File: src/rlfi_pkg.sv
// shared types and constants for the retry layer frame interface
package rlfi_pkg;
   localparam int WORD_W = 32;
   localparam int SEQ_W  = 7;
   localparam int CH_N   = 3;
   // channel indices, also the lane and delivery type codes
   localparam logic [1:0] CH_DATA = 2'h0;
   localparam logic [1:0] CH_FCT  = 2'h1;
   localparam logic [1:0] CH_BC   = 2'h2;
   localparam logic [SEQ_W-1:0] SEQ_ZERO = 7'h00;
   localparam logic [SEQ_W-1:0] SEQ_STEP = 7'h01;
   localparam logic [WORD_W-1:0] WORD_ZERO = 32'h0000_0000;
   localparam logic [7:0] BC_CNT_ZERO = 8'h00;
   localparam logic [7:0] BC_CNT_STEP = 8'h01;

   // control words seen on the receive lane
   typedef enum logic [2:0] {
      CW_NONE = 3'h0,
      CW_SDF  = 3'h1,
      CW_EDF  = 3'h2,
      CW_SBF  = 3'h3,
      CW_EBF  = 3'h4,
      CW_SIF  = 3'h5,
      CW_FCT  = 3'h6,
      CW_OTHR = 3'h7
   } rlfi_ctrl_e;

   // word identification states, one-hot
   typedef enum logic [4:0] {
      ST_NOTHING = 5'h01,
      ST_DATA    = 5'h02,
      ST_BCAST   = 5'h04,
      ST_BCDATA  = 5'h08,
      ST_IDLE    = 5'h10
   } rlfi_state_e;

   // word tag handed up with each received word
   typedef enum logic [1:0] {
      TAG_NONE  = 2'h0,
      TAG_DATA  = 2'h1,
      TAG_BCAST = 2'h2,
      TAG_IDLE  = 2'h3
   } rlfi_tag_e;

   typedef struct packed {
      logic             valid;
      logic             isCtrl;
      rlfi_ctrl_e       code;
      logic [SEQ_W-1:0] seq;
      logic [WORD_W-1:0] data;
   } rlfi_rxword_s;

   typedef struct packed {
      logic              valid;
      logic [1:0]        chan;
      logic [SEQ_W-1:0]  seq;
      logic [WORD_W-1:0] data;
   } rlfi_lanetx_s;

   typedef struct packed {
      logic              valid;
      logic [1:0]        chan;
      logic [WORD_W-1:0] data;
   } rlfi_deliver_s;
endpackage

File: src/rlfi_tx_slot.sv
// one retransmit slot: holds an item until the far end acknowledges it
`timescale 1ns/100ps
module rlfi_tx_slot (
   // clock and reset
   input  wire logic                        clk_sys,
   input  wire logic                        rst,
   // from the framing side
   input  wire logic                        req,
   input  wire logic [rlfi_pkg::WORD_W-1:0] itemIn,
   // lane arbitration
   input  wire logic                        grant,
   input  wire logic [rlfi_pkg::SEQ_W-1:0]  seqIn,
   // far end outcome
   input  wire logic                        ack,
   input  wire logic                        nack,
   // state
   output logic                             busy_ff,
   output logic                             pend_ff,
   output logic                             sent_ff,
   output logic [rlfi_pkg::SEQ_W-1:0]       seq_ff,
   output logic [rlfi_pkg::WORD_W-1:0]      item_ff
);
   always_ff @(posedge clk_sys) begin
      if (rst) begin
         busy_ff <= 1'b0;
         item_ff <= rlfi_pkg::WORD_ZERO;
      end else if (req && !busy_ff) begin
         busy_ff <= 1'b1;
         item_ff <= itemIn;
      end else if (ack && sent_ff && !pend_ff) begin
         busy_ff <= 1'b0;
      end
   end

   // retransmission keeps the original sequence number
   always_ff @(posedge clk_sys) begin
      if (rst) begin
         pend_ff <= 1'b0;
         sent_ff <= 1'b0;
         seq_ff  <= rlfi_pkg::SEQ_ZERO;
      end else if (req && !busy_ff) begin
         pend_ff <= 1'b1;
         sent_ff <= 1'b0;
      end else if (grant) begin
         pend_ff <= 1'b0;
         if (!sent_ff) begin
            seq_ff <= seqIn;
         end
         sent_ff <= 1'b1;
      end else if (nack && sent_ff && busy_ff) begin
         pend_ff <= 1'b1;
      end
   end
endmodule

File: src/rlfi_seq_check.sv
// receive frame sequence counter and sequence error flag
`timescale 1ns/100ps
module rlfi_seq_check (
   // clock and reset
   input  wire logic                       clk_sys,
   input  wire logic                       rst,
   input  wire logic                       flush,
   // numbered words
   input  wire logic                       seqChk,
   input  wire logic                       isIdle,
   input  wire logic [rlfi_pkg::SEQ_W-1:0] seqIn,
   // result: error flag combinational for the same cycle, counter registered
   output logic                            seqErr,
   output logic [rlfi_pkg::SEQ_W-1:0]      cnt_ff
);
   logic [rlfi_pkg::SEQ_W-1:0] expected;

   // 7-bit wrap gives modulo 128
   always_comb begin
      expected = isIdle ? cnt_ff : cnt_ff + rlfi_pkg::SEQ_STEP;
      seqErr   = seqChk && (seqIn != expected);
   end

   always_ff @(posedge clk_sys) begin
      if (rst || flush) begin
         cnt_ff <= rlfi_pkg::SEQ_ZERO;
      end else if (seqChk && !seqErr && !isIdle) begin
         cnt_ff <= expected;
      end
   end
endmodule

File: src/rlfi_retry_if.sv
// retry layer service boundary: transmit slots, word identification, delivery
`timescale 1ns/100ps
module rlfi_retry_if (
   // clock and reset
   input  wire logic                                  clk_sys,
   input  wire logic                                  rst,
   // transmit requests from framing: data, fct, broadcast
   input  wire logic [rlfi_pkg::CH_N-1:0]             txReq,
   input  wire logic [rlfi_pkg::CH_N-1:0][rlfi_pkg::WORD_W-1:0] txItem,
   output logic [rlfi_pkg::CH_N-1:0]                  txRdy_ff,
   // lane transmit
   input  wire logic                                  laneTxReady,
   output rlfi_pkg::rlfi_lanetx_s                     laneTx_ff,
   // far end outcome per channel
   input  wire logic [rlfi_pkg::CH_N-1:0]             farAck,
   input  wire logic [rlfi_pkg::CH_N-1:0]             farNack,
   // lane receive
   input  wire rlfi_pkg::rlfi_rxword_s                laneRx,
   input  wire logic                                  rxError,
   input  wire logic                                  crcError,
   input  wire logic                                  remoteFlush,
   // delivery to framing
   output rlfi_pkg::rlfi_deliver_s                    deliver_ff,
   output rlfi_pkg::rlfi_tag_e                        rxTag_ff,
   output logic                                       rxTagValid_ff,
   output logic                                       seqError_ff,
   output logic [7:0]                                 bcWordCnt_ff
);
   logic [rlfi_pkg::CH_N-1:0]                         busy;
   logic [rlfi_pkg::CH_N-1:0]                         pend;
   logic [rlfi_pkg::CH_N-1:0]                         sent;
   logic [rlfi_pkg::CH_N-1:0][rlfi_pkg::SEQ_W-1:0]    slotSeq;
   logic [rlfi_pkg::CH_N-1:0][rlfi_pkg::WORD_W-1:0]   slotItem;
   logic [rlfi_pkg::CH_N-1:0]                         grant;
   logic [rlfi_pkg::CH_N-1:0]                         accept;
   logic [rlfi_pkg::SEQ_W-1:0]                        txSeq_ff;
   logic [1:0]                                        grantCh;

   // ---------------- transmit ----------------
   assign accept = txReq & txRdy_ff;

   genvar gi;
   generate
      for (gi = 0; gi < rlfi_pkg::CH_N; gi++) begin : g_slot
         rlfi_tx_slot u_slot (
            .clk_sys (clk_sys),
            .rst     (rst),
            .req     (accept[gi]),
            .itemIn  (txItem[gi]),
            .grant   (grant[gi]),
            .seqIn   (txSeq_ff),
            .ack     (farAck[gi]),
            .nack    (farNack[gi]),
            .busy_ff (busy[gi]),
            .pend_ff (pend[gi]),
            .sent_ff (sent[gi]),
            .seq_ff  (slotSeq[gi]),
            .item_ff (slotItem[gi])
         );
      end
   endgenerate

   // broadcast and fct go out ahead of data, broadcast ahead of fct, the highest pending one granted as soon as the lane is ready
   always_comb begin
      grant   = '0;
      grantCh = rlfi_pkg::CH_DATA;
      if (laneTxReady) begin
         if (pend[rlfi_pkg::CH_BC]) begin
            grant[rlfi_pkg::CH_BC] = 1'b1;
            grantCh = rlfi_pkg::CH_BC;
         end else if (pend[rlfi_pkg::CH_FCT]) begin
            grant[rlfi_pkg::CH_FCT] = 1'b1;
            grantCh = rlfi_pkg::CH_FCT;
         end else if (pend[rlfi_pkg::CH_DATA]) begin
            grant[rlfi_pkg::CH_DATA] = 1'b1;
            grantCh = rlfi_pkg::CH_DATA;
         end
      end
   end

   always_ff @(posedge clk_sys) begin
      if (rst) begin
         laneTx_ff <= '0;
      end else begin
         laneTx_ff.valid <= |grant;
         laneTx_ff.chan  <= grantCh;
         laneTx_ff.data  <= slotItem[grantCh];
         laneTx_ff.seq   <= sent[grantCh] ? slotSeq[grantCh] : txSeq_ff;
      end
   end

   // a fresh number only for first sends; resends reuse theirs
   always_ff @(posedge clk_sys) begin
      if (rst) begin
         txSeq_ff <= rlfi_pkg::SEQ_ZERO;
      end else if ((|grant) && !sent[grantCh]) begin
         txSeq_ff <= txSeq_ff + rlfi_pkg::SEQ_STEP;
      end
   end

   // ready drops the cycle after a take, and whenever the lane is full
   always_ff @(posedge clk_sys) begin
      if (rst) begin
         txRdy_ff <= '0;
      end else begin
         txRdy_ff <= {rlfi_pkg::CH_N{laneTxReady}} & ~busy & ~accept;
      end
   end

   // ---------------- receive ----------------
   rlfi_pkg::rlfi_state_e state_ff;
   rlfi_pkg::rlfi_state_e nxt_state;
   logic                            seqChk;
   logic                            seqErr;
   logic                            isIdleNum;
   logic [rlfi_pkg::SEQ_W-1:0]      rxSeqCnt;
   logic                            isCw;
   logic                            abortRx;
   logic                            seqChkClean;
   logic [rlfi_pkg::WORD_W-1:0]     dataHold_ff;
   logic [rlfi_pkg::WORD_W-1:0]     bcHold_ff;

   assign isCw      = laneRx.valid && laneRx.isCtrl;
   assign isIdleNum = isCw && laneRx.code == rlfi_pkg::CW_SIF;
   assign seqChk    = isCw && (laneRx.code == rlfi_pkg::CW_EDF
                            || laneRx.code == rlfi_pkg::CW_EBF
                            || laneRx.code == rlfi_pkg::CW_FCT
                            || laneRx.code == rlfi_pkg::CW_SIF);
   assign abortRx   = rxError || crcError || seqErr;
   // an errored word must not move the counter, or its resend is refused
   assign seqChkClean = seqChk && !rxError && !crcError;

   rlfi_seq_check u_seq (
      .clk_sys (clk_sys),
      .rst     (rst),
      .flush   (remoteFlush),
      .seqChk  (seqChkClean),
      .isIdle  (isIdleNum),
      .seqIn   (laneRx.seq),
      .seqErr  (seqErr),
      .cnt_ff  (rxSeqCnt)
   );

   always_comb begin
      nxt_state = state_ff;
      if (abortRx) begin
         nxt_state = rlfi_pkg::ST_NOTHING;
      end else if (isCw) begin
         case (state_ff)
            rlfi_pkg::ST_NOTHING, rlfi_pkg::ST_IDLE: begin
               if (laneRx.code == rlfi_pkg::CW_SBF) begin
                  nxt_state = rlfi_pkg::ST_BCAST;
               end else if (laneRx.code == rlfi_pkg::CW_SDF) begin
                  nxt_state = rlfi_pkg::ST_DATA;
               end else if (laneRx.code == rlfi_pkg::CW_SIF) begin
                  nxt_state = rlfi_pkg::ST_IDLE;
               end else if (state_ff == rlfi_pkg::ST_IDLE
                            && laneRx.code != rlfi_pkg::CW_FCT) begin
                  nxt_state = rlfi_pkg::ST_NOTHING;
               end
            end
            rlfi_pkg::ST_DATA: begin
               if (laneRx.code == rlfi_pkg::CW_SBF) begin
                  nxt_state = rlfi_pkg::ST_BCDATA;
               end else if (laneRx.code != rlfi_pkg::CW_FCT) begin
                  nxt_state = rlfi_pkg::ST_NOTHING;
               end
            end
            rlfi_pkg::ST_BCAST: begin
               if (laneRx.code != rlfi_pkg::CW_FCT) begin
                  nxt_state = rlfi_pkg::ST_NOTHING;
               end
            end
            rlfi_pkg::ST_BCDATA: begin
               if (laneRx.code == rlfi_pkg::CW_EBF) begin
                  nxt_state = rlfi_pkg::ST_DATA;
               end else if (laneRx.code != rlfi_pkg::CW_FCT) begin
                  nxt_state = rlfi_pkg::ST_NOTHING;
               end
            end
            default: nxt_state = rlfi_pkg::ST_NOTHING;
         endcase
      end
   end

   always_ff @(posedge clk_sys) begin
      if (rst || remoteFlush) begin
         state_ff <= rlfi_pkg::ST_NOTHING;
      end else begin
         state_ff <= nxt_state;
      end
   end

   // tag each plain data word by the frame it sits in
   always_ff @(posedge clk_sys) begin
      if (rst) begin
         rxTag_ff      <= rlfi_pkg::TAG_NONE;
         rxTagValid_ff <= 1'b0;
      end else begin
         rxTagValid_ff <= laneRx.valid && !laneRx.isCtrl;
         case (state_ff)
            rlfi_pkg::ST_DATA:   rxTag_ff <= rlfi_pkg::TAG_DATA;
            rlfi_pkg::ST_BCAST,
            rlfi_pkg::ST_BCDATA: rxTag_ff <= rlfi_pkg::TAG_BCAST;
            rlfi_pkg::ST_IDLE:   rxTag_ff <= rlfi_pkg::TAG_IDLE;
            default:             rxTag_ff <= rlfi_pkg::TAG_NONE;
         endcase
      end
   end

   localparam logic [7:0] BC_STEP = rlfi_pkg::BC_CNT_STEP;

   // the last word of each data or broadcast frame is held until the closing word proves it good
   always_ff @(posedge clk_sys) begin
      if (rst) begin
         dataHold_ff  <= rlfi_pkg::WORD_ZERO;
         bcHold_ff    <= rlfi_pkg::WORD_ZERO;
         bcWordCnt_ff <= rlfi_pkg::BC_CNT_ZERO;
      end else if (laneRx.valid && !laneRx.isCtrl) begin
         if (state_ff == rlfi_pkg::ST_DATA) begin
            dataHold_ff <= laneRx.data;
         end
         if (state_ff == rlfi_pkg::ST_BCAST || state_ff == rlfi_pkg::ST_BCDATA) begin
            bcHold_ff    <= laneRx.data;
            bcWordCnt_ff <= bcWordCnt_ff + BC_STEP;
         end
      end else if (isCw && laneRx.code == rlfi_pkg::CW_SBF) begin
         bcWordCnt_ff <= rlfi_pkg::BC_CNT_ZERO;
      end
   end
   logic goodEnd;
   assign goodEnd = isCw && !abortRx;

   always_ff @(posedge clk_sys) begin
      if (rst) begin
         deliver_ff  <= '0;
         seqError_ff <= 1'b0;
      end else begin
         seqError_ff      <= seqErr;
         deliver_ff.valid <= 1'b0;
         if (goodEnd && laneRx.code == rlfi_pkg::CW_EDF
             && state_ff == rlfi_pkg::ST_DATA) begin
            deliver_ff.valid <= 1'b1;
            deliver_ff.chan  <= rlfi_pkg::CH_DATA;
            deliver_ff.data  <= dataHold_ff;
         end else if (goodEnd && laneRx.code == rlfi_pkg::CW_EBF
                      && (state_ff == rlfi_pkg::ST_BCAST
                          || state_ff == rlfi_pkg::ST_BCDATA)) begin
            deliver_ff.valid <= 1'b1;
            deliver_ff.chan  <= rlfi_pkg::CH_BC;
            deliver_ff.data  <= bcHold_ff;
         end else if (goodEnd && laneRx.code == rlfi_pkg::CW_FCT) begin
            deliver_ff.valid <= 1'b1;
            deliver_ff.chan  <= rlfi_pkg::CH_FCT;
            deliver_ff.data  <= laneRx.data;
         end
      end
   end
endmodule

File: config.mk
export PLATFORM = sky130hd
export DESIGN_NAME = rlfi_retry_if
export DESIGN_NICKNAME = d
export VERILOG_FILES = /design/src/rlfi_pkg.sv /design/src/rlfi_tx_slot.sv /design/src/rlfi_seq_check.sv /design/src/rlfi_retry_if.sv
export SDC_FILE = /design/constraint.sdc
export NUM_CORES = 1
export LEC_CHECK = 0
export BUFFER_PORTS_ARGS = -buffer_cell sky130_fd_sc_hd__buf_2
export CORE_ASPECT_RATIO = 1.1
export CORE_MARGIN = 2
export CORE_UTILIZATION = 28
export DETAILED_ROUTE_END_ITERATION = 10
export PLACE_DENSITY_LB_ADDON = 0.15
export SYNTH_ARGS = -nofsm -noshare
export SYNTH_HDL_FRONTEND = slang
export SYNTH_HIERARCHICAL = 1
export SYNTH_SLANG_ARGS = --single-unit
File: constraint.sdc
create_clock -name clk_sys -period 11.35 [get_ports clk_sys]
set_clock_uncertainty 0.2 [all_clocks]
set_input_delay 2.8375 -clock clk_sys [delete_from_list [all_inputs] [get_ports clk_sys]]
set_output_delay 2.8375 -clock clk_sys [all_outputs]
set_load 0.01 [all_outputs]
==> impl_metrics.json <==
{
  "status": "finished clean",
  "grt_max_degree": 127,
  "hold_path_class": "reg2reg",
  "fin_crit_sh_pct": 58.9,
  "die_area_mm2": 0.0468,
  "ys_top_cells_by_area": "dfxtp_1 48%, nand2_1 13%, a21oi_1 7.3%",
  "final_area_mm2": 0.0156,
  "track_usage_pct": 16.8,
  "cp-end-kind": "flop",
  "worstPathMaxFanout": 76,
  "drtIter0Drc": 574,
  "placed_cells": 2278,
  "worstPathCellList": "buf_2 -> buf_4 -> nand2b_1 -> nor3_1 -> and2b_1 -> xnor2_1 -> nor4b_4 -> o211ai_1 -> and2_1 -> or3_1 -> nor3_2 -> buf_4 -> nand2_1 -> nand2_1 -> a211oi_1",
  "io_pins": 247,
  "max_slew_margin_pct": 26.1,
  "hold_viol_final": 0,
  "route.vias.total": 11375,
  "setup.worst_path.start_class": "primary input",
  "layout.cells.non_filler": 2351,
  "initial_core_util_pct": 28.4,
  "slowest_stage": "nor3_1",
  "seqPwrFrac_pct": 42.5,
  "final_antenna_net_count": 0,
  "tightestPinTransition_ns": 1.11,
  "synth_top_area_cell": "dfxtp_1",
  "first_pass_iters": 5,
  "viasPerCell": 4.84,
  "yosysSeqAreaShare_pct": 47.7,
  "cts-resized-gates": 0,
  "die_x_um": 207,
  "fin_tns_setup_ns": 0,
  "min_to": "g_slot[0].u_slot/item_ff[6]$_SDFFE_PP0P_",
  "pwr-share-clk_pct": 51.8,
  "r2r_cells": 11,
  "synthArstFlopShare_pct": 0,
  "syn_inst": 1548,
  "path_class": "in2reg",
  "cts_hold_buf": 0,
  "numCtsBuffers": 38,
  "rrSetupSlack_ns": 7.99,
  "finalSetupViolCount": 0,
  "p_sw_uw": 589,
  "wl_mm": 39.7,
  "cts_setup_buffers": 0,
  "postSynthAreaPerCell_um2": 8.16,
  "cts_sinks": 301,
  "min_period_ns": 6.69,
  "p_per_area_mw_per_mm2": 164,
  "fin_nets": 1895,
  "root_buffer": "clkbuf_16",
  "ys_types": 59,
  "placed_area_mm2": 0.0142,
  "rsz0062_at_grt": "false",
  "die_height_um": 227,
  "path_delay_family": "simple AND/OR/NAND/NOR gates",
  "p_comb_share_pct": 5.8,
  "syn_area_mm2": 0.0126,
  "timing.fmax_ghz": 0.149,
  "cts_tree": "yes",
  "clk_path_buf_depth": 3,
  "min_delay_path_depth": 2,
  "r2r_end": "deliver_ff[33]$_SDFFE_PP0P_",
  "drc": 0,
  "hold_start": "g_slot[0].u_slot/item_ff[6]$_SDFFE_PP0P_",
  "drive_above_1_share_pct": 20.2,
  "grt_pass1_vias": 10904,
  "r2r-start": "u_seq/cnt_ff[0]$_SDFFE_PP0P_",
  "gp_congestion": 0.791,
  "crit_required_ns": 11.51,
  "clk_pin_slew_ns": 0.06,
  "sw_frac_of_total_pct": 23.0,
  "yosysMostFrequentCell": "nand2_1",
  "ys_warn_count": 6,
  "port_buffers": 246,
  "synth_flop_cell": "dfxtp_1",
  "cap_violations": 0,
  "insertion_delay_ns": 0.55,
  "fin_hold_ws_ns": 0.253,
  "cp.arrival_ns": 6.85,
  "vdd_drop_max_mv": 0.0839,
  "cpPeakStageDelay_ns": 0.60,
  "wire_per_inst_um": 16.9,
  "antenna_found_initial": 13,
  "ys_ff_latch": 301,
  "htree_levels": 2,
  "synthToLayoutAreaGrowth_pct": 23.3,
  "synth_nets": 1706,
  "grt_pass1_wl_mm": 61.9,
  "internal_power_mw": 1.97,
  "path_buf_inv": 3,
  "slew_viol_final": 0,
  "synthTopCellsByCount": "447 x nand2_1, 301 x dfxtp_1, 184 x a21oi_1, 63 x nor2_1, 57 x nand2b_1",
  "synth_edf_count": 0,
  "yosysTopAreaCellShare_pct": 47.7,
  "grt_overflow": 0,
  "hpwl_mm": 24.4,
  "fp-row-count": 81,
  "p_leak_nw": 5.85,
  "core-area_mm2": 0.0445
}
-- state kept, by name, summed over array words and instances (netlist names) --
name	cells
g_slot.u_slot/item_ff	96
laneTx_ff	42
deliver_ff	35
bcHold_ff	32
dataHold_ff	32
g_slot.u_slot/seq_ff	21
bcWordCnt_ff	8
txSeq_ff	7
u_seq/cnt_ff	7
state_ff	5
g_slot.u_slot/busy_ff	3
g_slot.u_slot/pend_ff	3
g_slot.u_slot/sent_ff	3
txRdy_ff	3
rxTag_ff	2
rxTagValid_ff	1
seqError_ff	1
-- through the flow --
stage,utilization (%),setup WS [ns],power (mW)
floorplan,-,5.25,1.19
global placement,31.9,4.16,1.26
detailed placement,31.9,4.10,1.26
CTS,35.0,4.66,2.60
global route,35.0,4.29,2.66
finish,35.0,4.66,2.56
-- power groups by stage --
stage / clock, mW / combinational (mW) / sequential [mW]
after detailed placement: 0 / 0.150 / 1.11
after global routing: 1.41 / 0.165 / 1.09
after global placement: 0 / 0.150 / 1.11
final: 1.32 / 0.148 / 1.09
after CTS: 1.37 / 0.151 / 1.09
after floorplan: 0 / 0.0812 / 1.11
-- routing by layer --
layer	GRT usage [%]	up-vias	wire length, um
met3	5.78	63	2900
met4	4.42	14	781
met1	20.8	5342	17600
li1	-	5685	-
met5	0	-	86
met2	27.6	271	18300
-- final cells by class --
class                           instances  area, um2
Antenna cell                            5       12.5
Clock buffer                           53       1110
Clock inverter                         15        256
Fill cell                            4755      28900
Inverter                                4       15.0
Multi-Input combinational cell       1125       6040
Sequential cell                       301       6030
Tap cell                              581        727
Timing Repair Buffer                  267       1400
-- cells by family (layout without fill, tap and decap cells) --
family / after synthesis / count (layout) / synth area share [%]
buffers and inverters: 122 / 339 / 4.81
AO/OA/AOI/OAI: 372 / 372 / 18.4
adder cells (fa/ha/maj): 3 / 3 / 0.297
XOR/XNOR: 26 / 26 / 1.80
AND/OR/NAND/NOR: 693 / 693 / 24.5
multiplexers: 31 / 31 / 2.46
flip-flops: 301 / 301 / 47.7
other: 0 / 5 / 0
-- worst max path at each step --
stage                                       end  slack (ns)        from  depth (start not counted)
detailed placement  deliver_ff[32]$_SDFFE_PP0N_        4.10  laneRx[41]                         14
global route        deliver_ff[33]$_SDFFE_PP0P_        4.29  laneRx[41]                         15
finish              deliver_ff[33]$_SDFFE_PP0P_        4.66  laneRx[41]                         15
global placement    deliver_ff[33]$_SDFFE_PP0P_        4.16  laneRx[41]                         15
CTS                 deliver_ff[32]$_SDFFE_PP0N_        4.66  laneRx[41]                         14
floorplan            deliver_ff[0]$_SDFFE_PP0P_        5.25  laneRx[40]                         13
-- cell usage in the layout (no fill, tap or decap), types with 39 or more instances in the layout --
cell and instances:
a21oi_1 184, buf_2 245, clkbuf_16 39, dfxtp_1 301, nand2_1 446, nand2b_1 57
nand3_1 41, nor2_1 62, o21ai_0 51
-- tightest hold or removal path, stage by stage, from the launching register on --
cell	delay [ns]
dfxtp_1	0.31
nand2_1	0.05
a21oi_1	0.05
Power figures use the tool's default switching activity.
